### config.mk
export PLATFORM = sky130hd
export DESIGN_NAME = timer_prescaler_clock_flags
export DESIGN_NICKNAME = d
export VERILOG_FILES = /design/src/timer_clock_pkg.sv /design/src/timer_prescaler_clock_flags.sv
export SDC_FILE = /design/constraint.sdc
export NUM_CORES = 1
export LEC_CHECK = 0
export ABC_CLOCK_PERIOD_IN_PS = 2290
export BUFFER_PORTS_ARGS = -buffer_cell sky130_fd_sc_hd__buf_2
export CAP_MARGIN = 15
export CORE_UTILIZATION = 45
export CTS_CLUSTER_DIAMETER = 30
export DETAILED_ROUTE_END_ITERATION = 10
export HOLD_SLACK_MARGIN = 0.15
export PLACE_DENSITY_LB_ADDON = 0.15
export SLEW_MARGIN = 20
export SYNTH_ARGS = -nofsm -noshare
export SYNTH_HDL_FRONTEND = slang
export SYNTH_SLANG_ARGS = --single-unit
### constraint.sdc
create_clock -name sys_clk -period 2.29 [get_ports sys_clk]
set_input_delay 0.229 -clock sys_clk [delete_from_list [all_inputs] [get_ports sys_clk]]
set_output_delay 0.229 -clock sys_clk [all_outputs]
set_load 0.005 [all_outputs]
### src/timer_clock_pkg.sv
// Constants for the shared timer prescaler, clock select and timer 0 flags
package timer_clock_pkg;

  // Register indices on the plain register port
  localparam logic [3:0] ADDR_TIMER_INTERRUPT_MASK = 4'h0;
  localparam logic [3:0] ADDR_TIMER_INTERRUPT_FLAGS = 4'h1;
  localparam logic [3:0] ADDR_SPECIAL_FUNCTION_CONTROL = 4'h2;
  localparam logic [3:0] ADDR_CLOCK_SELECT = 4'h3;

  // Field positions
  localparam int CMP_IRQ_ENABLE_T0_BIT = 0;
  localparam int OVF_IRQ_ENABLE_T0_BIT = 1;
  localparam int CMP_FLAG_T0_BIT = 0;
  localparam int OVF_FLAG_T0_BIT = 1;
  localparam int PRESCALER_RESET_STROBE_BIT = 0;
  localparam int CLOCK_SELECT_T0_LSB = 0;
  localparam int CLOCK_SELECT_T1_LSB = 4;

  // Values after reset
  localparam logic [7:0] TIMER_INTERRUPT_MASK_RESET = 8'h00;
  localparam logic [7:0] TIMER_INTERRUPT_FLAGS_RESET = 8'h00;
  localparam logic [2:0] CLOCK_SELECT_RESET = 3'h0;
  localparam logic [7:0] READ_ZERO = 8'h00;

  // Clock select codes
  localparam logic [2:0] CS_STOPPED = 3'h0;
  localparam logic [2:0] CS_DIRECT = 3'h1;
  localparam logic [2:0] CS_DIV8 = 3'h2;
  localparam logic [2:0] CS_DIV64 = 3'h3;
  localparam logic [2:0] CS_DIV256 = 3'h4;
  localparam logic [2:0] CS_DIV1024 = 3'h5;
  localparam logic [2:0] CS_EXT_FALL = 3'h6;
  localparam logic [2:0] CS_EXT_RISE = 3'h7;

  // Prescaler tap positions as log2 of the divisor
  localparam int TAP_DIV8_LOG2 = 3;
  localparam int TAP_DIV64_LOG2 = 6;
  localparam int TAP_DIV256_LOG2 = 8;
  localparam int TAP_DIV1024_LOG2 = 10;
  localparam int PRESCALER_WIDTH_DEFAULT = 10;
  localparam int TIMER_COUNT = 2;

endpackage : timer_clock_pkg

### src/timer_prescaler_clock_flags.sv
// Shared timer prescaler, per-timer clock select and timer 0 interrupt flags
//
// Behaviour
// - Compare interrupt raised when compare flag, its enable and global enable are set.
// - Overflow flag sets on counter overflow, clears when its vector executes.
// - Writing one to the overflow flag clears it.
// - Overflow interrupt only while global enable, overflow enable and flag are one.
// - In phase-correct PWM the overflow flag sets at the bottom turnaround.
// - Compare flag sets on counter match, clears when its vector executes.
// - Writing one to the compare flag clears it.
// - Compare interrupt only while global enable, compare enable and flag are set.
// - One shared prescaler; each timer has its own clock select.
// - Clock select one ticks the timer every system clock.
// - Prescaler taps divide the system clock by 8, 64, 256, 1024.
// - Prescaler runs freely; first prescaled tick comes 1 to N+1 cycles later.
// - Pin sampled every clock; tick per rising edge at 7, falling at 6.
// - Sampling stages clock on the rising edge of the system clock.
// - Timer tick follows a pin edge by about three system clocks.
// - External pin ticks bypass the prescaler entirely.
// - Prescaler reset bit resets prescaler, self-clears, zero ignored, reads zero.
// - Clock select zero gives no ticks; timer stays stopped.
// - Overflow enable with global enable allows the overflow interrupt.
//
// Local design decisions: strobed register access and the register offsets.
`timescale 1ns/1ps

module timer_prescaler_clock_flags
  import timer_clock_pkg::*;
#(
  parameter int PRESCALER_WIDTH = PRESCALER_WIDTH_DEFAULT
) (
  // Clock and reset
  input wire logic sys_clk,
  input wire logic rst_n,
  // Register port
  input wire logic [3:0] reg_addr,
  input wire logic [7:0] reg_wdata,
  input wire logic reg_write,
  input wire logic reg_read,
  output logic [7:0] reg_rdata,
  // External count pins, asynchronous
  input wire logic ext_count_pin_a,
  input wire logic ext_count_pin_b,
  // Timer 0 counter events, same clock
  input wire logic counter_max_t0,
  input wire logic counter_bottom_t0,
  input wire logic phase_correct_t0,
  input wire logic compare_match_t0,
  // Core interrupt side
  input wire logic global_irq_enable,
  input wire logic ovf_vector_ack_t0,
  input wire logic cmp_vector_ack_t0,
  output logic ovf_irq_t0,
  output logic cmp_irq_t0,
  // Timer clock enables
  output logic timer_tick_t0,
  output logic timer_tick_t1
);

  // Taps above the counter width could never fire
  if (PRESCALER_WIDTH < TAP_DIV1024_LOG2) begin : g_width_check
    $error("PRESCALER_WIDTH too small for the divide by 1024 tap");
  end

  // Register state
  logic [7:0] timer_interrupt_mask;
  logic cmp_flag_t0;
  logic ovf_flag_t0;
  logic [2:0] clock_select_field [TIMER_COUNT];
  logic [PRESCALER_WIDTH-1:0] prescaler_count;

  // Decoded accesses
  logic wr_mask;
  logic wr_flags;
  logic wr_special;
  logic wr_clock_select;

  always_comb begin
    wr_mask = 1'b0;
    wr_flags = 1'b0;
    wr_special = 1'b0;
    wr_clock_select = 1'b0;
    if (reg_write && reg_addr == ADDR_TIMER_INTERRUPT_MASK) begin
      wr_mask = 1'b1;
    end else if (reg_write && reg_addr == ADDR_TIMER_INTERRUPT_FLAGS) begin
      wr_flags = 1'b1;
    end else if (reg_write && reg_addr == ADDR_SPECIAL_FUNCTION_CONTROL) begin
      wr_special = 1'b1;
    end else if (reg_write && reg_addr == ADDR_CLOCK_SELECT) begin
      wr_clock_select = 1'b1;
    end
  end

  // Prescaler reset acts in the write cycle itself, so the strobe never needs storage
  logic prescaler_reset_strobe;

  assign prescaler_reset_strobe = wr_special && reg_wdata[PRESCALER_RESET_STROBE_BIT];

  // Interrupt mask register
  always_ff @(posedge sys_clk or negedge rst_n) begin
    if (!rst_n) begin
      timer_interrupt_mask <= TIMER_INTERRUPT_MASK_RESET;
    end else if (wr_mask) begin
      timer_interrupt_mask <= reg_wdata;
    end
  end

  // Clock select per timer
  always_ff @(posedge sys_clk or negedge rst_n) begin
    if (!rst_n) begin
      clock_select_field[0] <= CLOCK_SELECT_RESET;
      clock_select_field[1] <= CLOCK_SELECT_RESET;
    end else if (wr_clock_select) begin
      clock_select_field[0] <= reg_wdata[CLOCK_SELECT_T0_LSB +: 3];
      clock_select_field[1] <= reg_wdata[CLOCK_SELECT_T1_LSB +: 3];
    end
  end

  // Free-running prescaler, cleared only by rst_n and the reset strobe
  always_ff @(posedge sys_clk or negedge rst_n) begin
    if (!rst_n) begin
      prescaler_count <= '0;
    end else if (prescaler_reset_strobe) begin
      prescaler_count <= '0;
    end else begin
      prescaler_count <= prescaler_count + 1'b1;
    end
  end

  // Tap pulses, one cycle each time the low bits roll over
  logic tap_div8;
  logic tap_div64;
  logic tap_div256;
  logic tap_div1024;

  assign tap_div8 = &prescaler_count[TAP_DIV8_LOG2-1:0];
  assign tap_div64 = &prescaler_count[TAP_DIV64_LOG2-1:0];
  assign tap_div256 = &prescaler_count[TAP_DIV256_LOG2-1:0];
  assign tap_div1024 = &prescaler_count[TAP_DIV1024_LOG2-1:0];

  // Pin sampling and edge detection per timer
  logic [TIMER_COUNT-1:0] pin_raw;
  logic [TIMER_COUNT-1:0] pin_meta;
  logic [TIMER_COUNT-1:0] pin_sync;
  logic [TIMER_COUNT-1:0] pin_prev;
  logic [TIMER_COUNT-1:0] next_tick;
  logic [TIMER_COUNT-1:0] tick;

  assign pin_raw = {ext_count_pin_b, ext_count_pin_a};

  // Flops stand in for the latch plus register; delay stays near three cycles
  always_ff @(posedge sys_clk or negedge rst_n) begin
    if (!rst_n) begin
      pin_meta <= '0;
      pin_sync <= '0;
      pin_prev <= '0;
    end else begin
      pin_meta <= pin_raw;
      pin_sync <= pin_meta;
      pin_prev <= pin_sync;
    end
  end

  for (genvar t = 0; t < TIMER_COUNT; t++) begin : g_timer_clock
    always_comb begin
      next_tick[t] = 1'b0;
      case (clock_select_field[t])
        CS_STOPPED: next_tick[t] = 1'b0;
        CS_DIRECT: next_tick[t] = 1'b1;
        CS_DIV8: next_tick[t] = tap_div8;
        CS_DIV64: next_tick[t] = tap_div64;
        CS_DIV256: next_tick[t] = tap_div256;
        CS_DIV1024: next_tick[t] = tap_div1024;
        CS_EXT_FALL: next_tick[t] = pin_prev[t] && !pin_sync[t];
        CS_EXT_RISE: next_tick[t] = pin_sync[t] && !pin_prev[t];
        default: next_tick[t] = 1'b0;
      endcase
    end

    // Registered tick; the counter updates on the following edge
    always_ff @(posedge sys_clk or negedge rst_n) begin
      if (!rst_n) begin
        tick[t] <= 1'b0;
      end else begin
        tick[t] <= next_tick[t];
      end
    end
  end

  assign timer_tick_t0 = tick[0];
  assign timer_tick_t1 = tick[1];

  // Overflow event source depends on the counting mode
  logic ovf_event_t0;

  assign ovf_event_t0 = phase_correct_t0 ? counter_bottom_t0 : counter_max_t0;

  // Overflow flag: set wins over either kind of clear
  logic ovf_clear_t0;

  assign ovf_clear_t0 = ovf_vector_ack_t0
                     || (wr_flags && reg_wdata[OVF_FLAG_T0_BIT]);

  always_ff @(posedge sys_clk or negedge rst_n) begin
    if (!rst_n) begin
      ovf_flag_t0 <= TIMER_INTERRUPT_FLAGS_RESET[OVF_FLAG_T0_BIT];
    end else if (ovf_event_t0) begin
      ovf_flag_t0 <= 1'b1;
    end else if (ovf_clear_t0) begin
      ovf_flag_t0 <= 1'b0;
    end
  end

  // Compare flag, same priority scheme
  logic cmp_clear_t0;

  assign cmp_clear_t0 = cmp_vector_ack_t0
                     || (wr_flags && reg_wdata[CMP_FLAG_T0_BIT]);

  always_ff @(posedge sys_clk or negedge rst_n) begin
    if (!rst_n) begin
      cmp_flag_t0 <= TIMER_INTERRUPT_FLAGS_RESET[CMP_FLAG_T0_BIT];
    end else if (compare_match_t0) begin
      cmp_flag_t0 <= 1'b1;
    end else if (cmp_clear_t0) begin
      cmp_flag_t0 <= 1'b0;
    end
  end

  // Interrupt requests, registered from the current flag and enables
  logic ovf_irq_enable_t0;
  logic cmp_irq_enable_t0;

  assign ovf_irq_enable_t0 = timer_interrupt_mask[OVF_IRQ_ENABLE_T0_BIT];
  assign cmp_irq_enable_t0 = timer_interrupt_mask[CMP_IRQ_ENABLE_T0_BIT];

  always_ff @(posedge sys_clk or negedge rst_n) begin
    if (!rst_n) begin
      ovf_irq_t0 <= 1'b0;
    end else begin
      ovf_irq_t0 <= global_irq_enable && ovf_irq_enable_t0 && ovf_flag_t0;
    end
  end

  always_ff @(posedge sys_clk or negedge rst_n) begin
    if (!rst_n) begin
      cmp_irq_t0 <= 1'b0;
    end else begin
      cmp_irq_t0 <= global_irq_enable && cmp_irq_enable_t0 && cmp_flag_t0;
    end
  end

  // Read data stands only in the cycle after the read strobe
  logic [7:0] next_rdata;

  always_comb begin
    next_rdata = READ_ZERO;
    if (reg_addr == ADDR_TIMER_INTERRUPT_MASK) begin
      next_rdata = timer_interrupt_mask;
    end else if (reg_addr == ADDR_TIMER_INTERRUPT_FLAGS) begin
      next_rdata[OVF_FLAG_T0_BIT] = ovf_flag_t0;
      next_rdata[CMP_FLAG_T0_BIT] = cmp_flag_t0;
    end else if (reg_addr == ADDR_SPECIAL_FUNCTION_CONTROL) begin
      next_rdata = READ_ZERO;
    end else if (reg_addr == ADDR_CLOCK_SELECT) begin
      next_rdata[CLOCK_SELECT_T0_LSB +: 3] = clock_select_field[0];
      next_rdata[CLOCK_SELECT_T1_LSB +: 3] = clock_select_field[1];
    end
  end

  always_ff @(posedge sys_clk or negedge rst_n) begin
    if (!rst_n) begin
      reg_rdata <= READ_ZERO;
    end else if (reg_read) begin
      reg_rdata <= next_rdata;
    end else begin
      reg_rdata <= READ_ZERO;
    end
  end

endmodule : timer_prescaler_clock_flags

After elaboration in Yosys (flattened, before gate mapping)
Cells that the tools add are included.
{"block": "word_totals", "output_inout_bits": 12, "input_bits": 25, "wordCells": 88, "ff_bits": 44}
{"block": "classes", "eq_ne": 17, "n_reduce_logical": 30, "addsub": 1, "n_mux": 26}
{"operator": "$eq A3 B3 Y1 const B", "count": 8}
{"operator": "$mux W8", "count": 2}
{"operator": "$pmux W1 S8", "count": 2}
{"operator": "$logic_and A1 B1 Y1", "count": 15}
{"operator": "$mux W1", "count": 15}
{"operator": "$eq A3 B2 Y1 const B", "count": 4}
{"operator": "$mux W3", "count": 4}
{"operator": "$add A10 B1 Y10 const B", "count": 1}
{"operator": "$mux W10", "count": 1}
{"operator": "$reduce_and A10 Y1", "count": 1}
{"operator": "$eq A4 B2 Y1 const B", "count": 2}
{"operator": "$reduce_and A8 Y1", "count": 1}
{"operator": "$eq A3 B1 Y1 const B", "count": 2}
{"operator": "$logic_not A3 Y1", "count": 2}
{"operator": "$reduce_and A6 Y1", "count": 1}
{"operator": "$mux W5", "count": 1}
{"operator": "$eq A4 B1 Y1 const B", "count": 1}
{"operator": "$logic_not A1 Y1", "count": 4}
{"operator": "$logic_not A4 Y1", "count": 1}
{"operator": "$reduce_bool A2 Y1", "count": 2}
{"operator": "$reduce_and A3 Y1", "count": 1}
{"operator": "$logic_or A1 B1 Y1", "count": 2}
{"operator": "$mux W2", "count": 1}

Longest topological paths before layout
Gate-level depths: netlist (run 1).
{"block": "depth", "word_depth": 8, "depth_mapped": 5, "ltp_nobuf": 5}

Least setup slack after synthesis (run 1)
Ideal clock, no wire load.
{"block": "synth_timing", "path_kind": "register to register", "from": "register prescaler_count[0]", "to": "register tick[0], in the netlist timer_tick_t0", "path_slack_ns": 0.924, "arrival_time_ns": 1.237, "synth_period_minus_slack_ns": 1.366, "required_time_ns": 2.161, "path_stages_with_launch": 6, "cell_sequence": "dfrtp_1 -> ha_1 -> and4_1 -> and2b_1 -> a22oi_1 -> nand3_1"}
{"block": "synth_between", "elab_chain_len": 2}
{"element": "start: declaration", "line": "timer_prescaler_clock_flags.sv:70", "source": "logic [PRESCALER_WIDTH-1:0] prescaler_count;"}
{"element": "start signal: assignment", "line": "timer_prescaler_clock_flags.sv:126", "source": "prescaler_count <= prescaler_count + 1'b1;"}
{"element": "$reduce_and A10 Y1 (tied with other cells)", "line": "timer_prescaler_clock_flags.sv:139", "source": "assign tap_div1024 = &prescaler_count[TAP_DIV1024_LOG2-1:0];"}
{"element": "$pmux W1 S8 *", "line": "timer_prescaler_clock_flags.sv:167", "source": "case (clock_select_field[t])"}
{"element": "named net next_tick[0]", "line": "timer_prescaler_clock_flags.sv:146", "source": "logic [TIMER_COUNT-1:0] next_tick;"}
{"element": "end signal: indexed assignment", "line": "timer_prescaler_clock_flags.sv:185", "source": "tick[t] <= next_tick[t];"}
{"element": "end: declaration", "line": "timer_prescaler_clock_flags.sv:147", "source": "logic [TIMER_COUNT-1:0] tick;"}
The timed path passes the listed nets; every way through them passes the cells marked *.
A chain may end at the register's enable or synchronous reset.

Final worst setup path (run 1)
Ends and elaborated chain as after synthesis.

==> flow_summary.json, run 1 <==
{
  "row_count": 22,
  "synth_adder_area_share": 0.0135,
  "hold_violations": 0,
  "tns_ns": 0,
  "grt_pass1_wl_um": 5700,
  "cts_tree": "yes",
  "seq_area_frac_synth": 0.593,
  "place_inst": 235,
  "hold_start": "counter_max_t0",
  "fp.coreArea_mm2": 0.00380,
  "fmax_mhz": 683,
  "postSynthNetCount": 180,
  "vias": 1283,
  "yosys.area.top_type": "dfrtp_1",
  "worstSetupPathType": "reg2reg",
  "cts_resized": 0,
  "crit_required_ns": 2.46,
  "syn-cell-area_mm2": 0.00186,
  "r2r-start": "prescaler_count[0]",
  "postSynthAreaPerCell_um2": 12.1,
  "dieHeight_um": 66.2,
  "hold_class": "in2reg",
  "intPower_uw": 1390,
  "maxSlewHeadroom": 0.371,
  "grt_setup_unrepaired": "no",
  "ys_ff_latch": 44,
  "clockRootBuffer": "clkbuf_8",
  "dpl.hpwl_um": 2530,
  "clock_path_buffers": 2,
  "synth.distinct_cells": 40,
  "synth_xor_area_frac": 0.0283,
  "floorplan.io_pins": 37,
  "yosys-top-cells-area": "dfrtp_1 59%, mux2_2 8.5%, nor2_1 3.4%",
  "cts_num_sinks": 44,
  "synth_top_cell_area_share": 0.593,
  "vias_per_cell": 5.19,
  "synth_compound_area_frac": 0.0755,
  "synth_edf_count": 0,
  "drive_gt1_frac": 0.322,
  "initial_utilization": 0.488,
  "die-area_mm2": 0.00438,
  "post-cts-setup-buffers": 0,
  "switching_share": 0.288,
  "nFillCells": 346,
  "htree_levels": 2,
  "maxCapViolCount": 0,
  "wl_per_cell_um": 13.9,
  "slew_viol_final": 0,
  "drtPass1Iterations": 4,
  "power_leakage_uw": 0.00105,
  "yosys_most_used_dff": "dfrtp_1",
  "clk_pin_slew_ns": 0.08,
  "yosys_warnings": 0,
  "synthArstFlopShare": 1.00,
  "crit_arrival_ns": 1.64,
  "die_width_um": 66.2,
  "routed_wl_um": 3430,
  "cts_made_buffers": 5,
  "drc_errors": 0,
  "grt_antenna_before_repair": 0,
  "first_iter_violations": 67,
  "multi_input_area_um2": 731,
  "synthMuxAreaShare": 0.101,
  "switching_power_uw": 565,
  "synth_top_family_by_area": "simple AND/OR/NAND/NOR gates",
  "pwr-share-clk": 0.248,
  "crit_fanout": 4,
  "worstSetupEndpointType": "flop",
  "place_congestion": 0.829,
  "worst_pin_slew_ns": 0.944,
  "nNetsFinal": 225,
  "seqPwrFrac": 0.561,
  "overflow": 0,
  "max-vdd-ir-drop_mv": 0.489,
  "p_comb_frac": 0.191,
  "grt_max_degree": 45,
  "antenna_cells": 0,
  "synthCells": 153,
  "ant_nets": 0,
  "fin_cells": 247,
  "port-buffer-count": 36,
  "grt_usage": 0.179,
  "post-route-min-period_ns": 1.46,
  "synthSimpleGateAreaFrac": 0.175,
  "clk-insertion-delay-late_ns": 0.29,
  "finalCritPeriodShare": 0.639,
  "skew_ns": 0.00291,
  "setup_viol": 0,
  "crit_start": "prescaler_count[0]",
  "grt_pass1_vias": 1251,
  "status": "finished clean",
  "areaGrowthSynthToFinish_pct": 19.5,
  "p_per_area_mw_per_mm2": 883,
  "holdBufCountCts": 4,
  "seqCellArea_mm2": 0.00110,
  "critPathLaunchType": "flop"
}
[logic make-up after synthesis]
family                     count (synthesis)
xor gates and xnor gates                   6
AOI/OAI and AO/OA                         21
muxes                                     17
adders and majority gates                  2
buffers and inverters                      6
and+or+nand+nor                           57
DFF                                       44
[layout make-up]
cell class,count,area share
flip-flops and latches,44,0.497
multi-input cells,103,0.330
repair buffers,40,0.0993
clock buffers,8,0.0406
well taps,48,0.0271
inverters,4,0.00677
[per-layer routing]
| layer | routed length (µm) | track usage | share of wire | vias to the layer above |
|---|---|---|---|---|
| met4 | 40 | 0.0798 | 0.012 | 0 |
| met2 | 1620 | 0.274 | 0.47 | 26 |
| li1 | - | - | - | 626 |
| met3 | 135 | 0.0586 | 0.039 | 4 |
| met5 | 0 | 0 | 0 | - |
| met1 | 1630 | 0.231 | 0.48 | 627 |
[layout by cell type (no fill, tap or decap), types with 2 or more instances in the layout]
cell type	count
a21boi_0	2
a21oi_1	5
a22oi_1	5
and3_1	2
and4_1	3
buf_2	36
clkbuf_1	2
clkbuf_8	6
dfrtp_1	44
dlygate4sd3_1	4
ha_1	2
inv_1	4
mux2_2	14
mux2i_1	3
nand2_1	8
nand3_1	7
nand3b_1	2
nor2_1	17
nor2b_1	2
nor3b_1	2
o21ai_0	4
xnor2_1	3
xor2_1	3
[state kept, by name, summed over array words and instances (netlist names), 2 cells and up]
signal	flops
reg_rdata	8
prescaler_count	10
timer_interrupt_mask	8
pin_meta	2
clock_select_field	6
pin_sync	2
pin_prev	2
[power groups by stage]
stage          Combinational, µW  Sequential [µW]  Clock (µW)
3_3_place_gp                 351             1100           0
4_1_cts                      380             1090         502
6_report                     374             1100         486
3_5_place_dp                 372             1110           0
5_1_grt                      424             1120         543
2_1_floorplan                259             1070           0
[worst paths after layout]
check / endpoint / slack [ns] / cells after the start
hold / removal: ovf_flag_t0 / 0.16 / 3
min in group asynchronous: prescaler_count[9] / 0.62 / 2
setup reg to reg: timer_tick_t0 / 0.83 / 5
max in group asynchronous: ovf_irq_t0 / 1.09 / 2
setup / recovery: timer_tick_t0 / 0.83 / 5
hold reg to reg: pin_sync[0] / 0.35 / 0
[through the flow]
step	power (µW)	hold WS, ns	area [µm²]	util	setup slack, ns
4_1_cts	1980	0.162	2220	0.584	0.820
3_3_place_gp	1450	0.333	2090	0.549	0.857
3_5_place_dp	1480	0.336	2090	0.549	0.838
5_1_grt	2090	0.156	2220	0.584	0.736
2_1_floorplan	1330	-0.0666	1860	-	0.924
6_report	1960	0.163	2220	0.584	0.827
[cells in the mapped netlist (all sizes together), types with 3 or more instances]
cell type and instances:
dfrtp 44, nor2 18, mux2 14, nand2 9, nand3 7, a21oi 5, a22oi 5, inv 4
o21ai 4, and4 3, mux2i 3, nor3b 3, xnor2 3, xor2 3
[worst max-delay path: stages, from the launching register on]
cell,delay [ns]
dfrtp_1,0.41
ha_1,0.24
and4_1,0.23
and2b_1,0.19
a22oi_1,0.17
nand3_1,0.09
No activity file was read; power rests on OpenSTA's default activity.
==> run 2, diff against run 1 <==
- ABC_AREA: not set -> 1
- ABC_CLOCK_PERIOD_IN_PS: 2290 -> 1400
- clock period: 2.29 -> 1.4 ns (I/O delays scaled with it)
==> run 2 against run 1 <==
  * Design area up 16%
  * Routed wire length up 15%
  * Critical path depth unchanged
  * Synthesized cell count up 54%
  * Clock skew up 0.0034 ns
  * Final cell count up 40%
  * Critical path type is now in2reg
  * Critical endpoint is now ovf_flag_t0
  * Highest routed layer unchanged
==> flow_summary.json, run 2 <==
{
  "dpl.hpwl_um": 2780,
  "tns_ns": 0,
  "r2r_slack_ns": 0.10,
  "drtPass1Iterations": 4,
  "grt_max_degree": 45,
  "fp.coreArea_mm2": 0.00435,
  "crit_fanout": 1,
  "seqCellArea_mm2": 0.00110,
  "setup_viol": 0,
  "switching_share": 0.302,
  "cpPeakStageDelay_ns": 0.57,
  "synth_compound_area_frac": 0.0945,
  "grt_pass1_wl_um": 6910,
  "postSynthAreaPerCell_um2": 8.67,
  "rr_worst_depth": 5,
  "maxSlewHeadroom": 0.817,
  "syn-cell-area_mm2": 0.00204,
  "first_iter_violations": 76,
  "synth_top_family_by_area": "simple AND/OR/NAND/NOR gates",
  "nNetsFinal": 320,
  "synth.most_common_cell": "dfrtp_1",
  "status": "finished clean",
  "synth_adder_area_share": 0.0123,
  "crit_start": "counter_max_t0",
  "synthCells": 235,
  "post-route-worst-setup-slack_ns": 0.0570,
  "finalCritPeriodShare": 0.959,
  "synthArstFlopShare": 1.00,
  "total_power_uw": 3470,
  "grt_pass1_vias": 1614,
  "row_count": 24,
  "skew_ns": 0.00635,
  "wl_met1_um": 1880,
  "overflow": 0,
  "yosys_most_used_dff": "dfrtp_1",
  "slew_viol_final": 0,
  "nFillCells": 392,
  "clk-insertion-delay-late_ns": 0.30,
  "die_width_um": 69.3,
  "max-vdd-ir-drop_mv": 0.673,
  "grt_setup_unrepaired": "no",
  "intPower_uw": 2420,
  "power_leakage_uw": 0.00136,
  "yosys_warnings": 0,
  "critPathLaunchType": "primary input",
  "multi_input_area_um2": 776,
  "grt_antenna_before_repair": 0,
  "wl_per_cell_um": 11.4,
  "ys_ff_latch": 44,
  "cts_tree": "yes",
  "synthMuxAreaShare": 0.00491,
  "postSynthNetCount": 262,
  "path_buf_inv": 3,
  "grt_usage": 0.183,
  "place_inst": 322,
  "crit_required_ns": 1.60,
  "die-area_mm2": 0.00480,
  "initial_utilization": 0.468,
  "clk_pin_slew_ns": 0.08,
  "worstSetupPathType": "in2reg",
  "port-buffer-count": 36,
  "critPathMostFrequentCell": "dlygate4sd3_1",
  "vias": 1669,
  "areaGrowthSynthToFinish_pct": 26.5,
  "top_layer": "met4",
  "synth.distinct_cells": 26,
  "seq_area_frac_synth": 0.540,
  "largest_reg_flops": 10,
  "fmax_mhz": 745,
  "yosys-top-cells-area": "dfrtp_1 54%, nand2_1 7.9%, nor2_1 6.8%",
  "ant_nets": 0,
  "drive_gt1_frac": 0.235,
  "cts_made_buffers": 5,
  "maxCapViolCount": 0,
  "synth_top_cell_area_share": 0.540,
  "setup.worst_path.end": "ovf_flag_t0",
  "r2r-start": "cmp_flag_t0",
  "fin_cells": 346,
  "crit_arrival_ns": 1.54,
  "worst_pin_slew_ns": 0.275,
  "p_per_area_mw_per_mm2": 1340,
  "dieHeight_um": 69.3,
  "synthSimpleGateAreaFrac": 0.252,
  "wl_met2_um": 1860,
  "antenna_cells": 0,
  "routed_wl_um": 3950,
  "p_comb_frac": 0.199,
  "yosys.area.top_type": "dfrtp_1",
  "htree_levels": 2,
  "hold_violations": 0,
  "routed-wl-met3_um": 147,
  "final_cell_mix": "44 x dfrtp_1, 43 x nand2_1, 36 x nor2_1, 35 x buf_2, 33 x inv_1",
  "r2r-end": "cmp_flag_t0",
  "cts_num_sinks": 44,
  "synth_xor_area_frac": 0.0129,
  "pwr-share-clk": 0.296,
  "hold_class": "in2reg",
  "post-route-min-period_ns": 1.34,
  "synth_common_cells": "44 x dfrtp_1, 43 x nand2_1, 37 x nor2_1",
  "switching_power_uw": 1050,
  "critPathSlowestCell": "dlygate4sd3_1",
  "biggestRegsByFlops": "prescaler_count x10, reg_rdata x8, timer_interrupt_mask x8",
  "worstSetupEndpointType": "flop",
  "cp_cell_sequence": "dlygate4sd3_1, buf_2, mux2i_1, dlygate4sd3_1, nand2_1",
  "clockRootBuffer": "clkbuf_8",
  "top_register": "prescaler_count",
  "place_congestion": 0.828,
  "synth_edf_count": 0,
  "clock_path_buffers": 2,
  "crit_family": "buffers and inverters",
  "place_ws_ns": 0.141,
  "vias_per_cell": 4.82,
  "path_depth": 5,
  "drc_errors": 0,
  "final_common_cell": "dfrtp_1",
  "floorplan.io_pins": 37,
  "seqPwrFrac": 0.505
}
## run 2: worst register-to-register path: cells and delay by family, from the launching register on
family | cells | cell delay [ns]
buffers and inverters | 2 | 0.66
DFF | 1 | 0.38
and+or+nand+nor | 3 | 0.14
## run 2: timing repair
item                       4_1_cts  5_1_grt
resized for setup                0        2
hold buffers                    17        0
buffers inserted                 0        0
setup endpoints to repair        0        2
hold endpoints to repair        62        0
## run 2: logic make-up (layout without fill, tap and decap cells)
family,Yosys count,after routing
xor gates and xnor gates,3,3
muxes,1,1
AOI/OAI and AO/OA,28,28
adders and majority gates,2,2
and+or+nand+nor,118,118
DFF,44,44
buffers and inverters,39,98
## run 2: worst min-delay path by stage
stage	from	end	slack, ns	cells past startpoint
2_1_floorplan	rst_n	clock_select_field[0]	-0.16	0
3_3_place_gp	rst_n	cmp_irq_t0	0.14	2
3_5_place_dp	rst_n	reg_rdata[0]	0.14	2
4_1_cts	reg_read	reg_rdata[2]	0.15	3
5_1_grt	reg_read	reg_rdata[2]	0.17	3
6_report	reg_read	reg_rdata[2]	0.16	3
## run 2: cell type report
| cell class | count | share of cell area |
|---|---|---|
| Sequential cell | 44 | 0.427 |
| Clock inverter | 2 | 0.0150 |
| Timing Repair Buffer | 55 | 0.148 |
| Tap cell | 52 | 0.0252 |
| Inverter | 35 | 0.0519 |
| Clock buffer | 6 | 0.0320 |
| Multi-Input combinational cell | 152 | 0.301 |
## run 2: stage by stage
stage	instance area (µm²)	util	hold slack, ns
6_report	2580	0.592	0.163
5_1_grt	2580	0.592	0.171
4_1_cts	2570	0.591	0.154
3_5_place_dp	2280	0.524	0.137
3_3_place_gp	2280	0.524	0.137
2_1_floorplan	2040	-	-0.156
## run 2: routing by layer
metal,global-route usage,vias to the layer above
li1,-,857
met1,0.238,771
met2,0.298,35
met3,0.0436,6
met4,0.0680,0
met5,0,-
## run 2: power groups by stage
stage,clock network (µW),logic (µW),registers (µW)
finish,1030,691,1750
global placement,0,640,1760
detailed placement,0,656,1770
floorplan,0,481,1710
CTS,1050,692,1750
global route,1090,815,1780
==> run 3, diff against run 2 <==
- REMOVE_ABC_BUFFERS: not set -> 1
==> run 3 against run 2 <==
  * Flip-flop and latch count is the same
  * Via count shrank 3.7%
  * Sequential power is essentially flat
  * Sequential share of layout area grew 0.52 points
  * Register-to-register slack gained 0.02 ns
  * Die area is the same
  * First-iteration DRC count grew 33%
  * Largest cell class unchanged
==> flow_summary.json, run 3 (synthesized netlist as in run 2, its figures left out) <==
{
  "floorplan.io_pins": 37,
  "first_iter_violations": 101,
  "fin_cells": 346,
  "initial_utilization": 0.468,
  "crit_start": "counter_max_t0",
  "vias_per_cell": 4.65,
  "skew_ns": 0.00568,
  "drtPass1Iterations": 4,
  "grt_pass1_wl_um": 7130,
  "nFillCells": 377,
  "clock_path_buffers": 2,
  "final_cell_mix": "44 x dfrtp_1, 43 x nand2_1, 37 x nor2_1, 36 x buf_2, 33 x inv_1",
  "overflow": 0,
  "switching_share": 0.316,
  "cts_num_sinks": 44,
  "antenna_cells": 0,
  "routed_wl_um": 4000,
  "crit_arrival_ns": 1.53,
  "maxSlewHeadroom": 0.680,
  "r2r-start": "cmp_flag_t0",
  "critPathLaunchType": "primary input",
  "post-cts-setup-buffers": 0,
  "r2r-end": "cmp_flag_t0",
  "p_per_area_mw_per_mm2": 1280,
  "clk_pin_slew_ns": 0.09,
  "port-buffer-count": 36,
  "pwr-share-clk": 0.256,
  "wl_per_cell_um": 11.6,
  "place_congestion": 0.804,
  "seqCellArea_mm2": 0.00110,
  "top_register": "prescaler_count",
  "power_leakage_uw": 0.00134,
  "crit_fanout": 1,
  "grt_usage": 0.187,
  "grt_pass1_vias": 1620,
  "cts_made_buffers": 5,
  "fp.coreArea_mm2": 0.00435,
  "nNetsFinal": 320,
  "tns_ns": 0,
  "htree_levels": 2,
  "cts_tree": "yes",
  "dpl.hpwl_um": 2770,
  "clockRootBuffer": "clkbuf_8",
  "r2r_slack_ns": 0.12,
  "die_width_um": 69.3,
  "intPower_uw": 2230,
  "rr_worst_depth": 5,
  "worstSetupPathType": "in2reg",
  "biggestRegsByFlops": "prescaler_count x10, reg_rdata x8, timer_interrupt_mask x8",
  "p_comb_frac": 0.209,
  "drive_gt1_frac": 0.235,
  "finalCritPeriodShare": 0.956,
  "fmax_mhz": 747,
  "ant_nets": 0,
  "worstSetupEndpointType": "flop",
  "post-route-min-period_ns": 1.34,
  "row_count": 24,
  "slew_viol_final": 0,
  "max-vdd-ir-drop_mv": 0.643,
  "drc_errors": 0,
  "grt_setup_unrepaired": "no",
  "final_common_cell": "dfrtp_1",
  "status": "finished clean",
  "grt_antenna_before_repair": 0,
  "vias": 1608,
  "setup_viol": 0,
  "switching_power_uw": 1030,
  "seqPwrFrac": 0.534,
  "clk-insertion-delay-late_ns": 0.29,
  "maxCapViolCount": 0,
  "setup.worst_path.end": "ovf_flag_t0",
  "dieHeight_um": 69.3,
  "die-area_mm2": 0.00480,
  "areaGrowthSynthToFinish_pct": 24.9,
  "hold_violations": 0,
  "worst_pin_slew_ns": 0.480,
  "largest_reg_flops": 10,
  "hold_class": "in2reg",
  "crit_required_ns": 1.59,
  "multi_input_area_um2": 773,
  "grt_max_degree": 26,
  "place_inst": 322
}
## run 3: cell types whose count changed in the layout (fill, tap and decap cells not counted), sizes merged
cell | before | now
clkinvlp | 0 | 2
buf | 38 | 39
bufinv | 1 | 0
clkinv | 1 | 0
dlygate4sd3 | 17 | 16
## run 3: per-stage QoR
stage	cell area [µm²]	setup WS, ns	power, µW	util	hold WS [ns]
4_1_cts	2540	0.0986	3310	0.584	0.153
3_5_place_dp	2280	0.150	2420	0.524	0.126
5_1_grt	2550	0.0206	3520	0.585	0.151
6_report	2550	0.0619	3270	0.585	0.162
2_1_floorplan	2000	0.195	2180	-	-0.156
3_3_place_gp	2280	0.173	2400	0.524	0.123
## run 3: how the worst min path moves through the flow
stage                       startpoint                      end  cells past startpoint
after floorplan                  rst_n    clock_select_field[0]                      0
after global placement           rst_n             reg_rdata[0]                      1
after detailed placement         rst_n             reg_rdata[0]                      1
after CTS                 reg_wdata[0]  timer_interrupt_mask[0]                      3
after global routing      reg_wdata[1]  timer_interrupt_mask[1]                      3
final                     reg_wdata[0]  timer_interrupt_mask[0]                      3
## run 3: power groups by stage
stage	combinational [µW]	clock (µW)	sequential, µW
2_1_floorplan	461	0	1720
3_3_place_gp	638	0	1760
3_5_place_dp	654	0	1770
4_1_cts	690	871	1740
5_1_grt	815	925	1780
6_report	683	838	1750
## run 3: worst max-delay path: stages
cell and delay, ns:
dlygate4sd3_1 0.53, buf_2 0.12, mux2i_1 0.10, dlygate4sd3_1 0.58, nand2_1 0.06
## run 3: area by class of cell
type	instances	share of cell area
Clock buffer	6	0.0324
Timing Repair Buffer	55	0.147
Clock inverter	2	0.00590
Sequential cell	44	0.432
Multi-Input combinational cell	152	0.304
Tap cell	52	0.0256
Inverter	35	0.0526
## run 3: metal layers
layer / vias up / GRT usage / part of all wire
met2: 26 / 0.313 / 0.48
met1: 718 / 0.243 / 0.48
met5: - / 0 / 0
met3: 5 / 0.0451 / 0.030
li1: 859 / - / -
met4: 0 / 0.0476 / 0.0087
## run 3: repair_timing
item	4_1_cts	5_1_grt
gates resized for setup	0	1
hold buffers	16	0
hold endpoints to repair	35	0
setup endpoints to repair	0	1
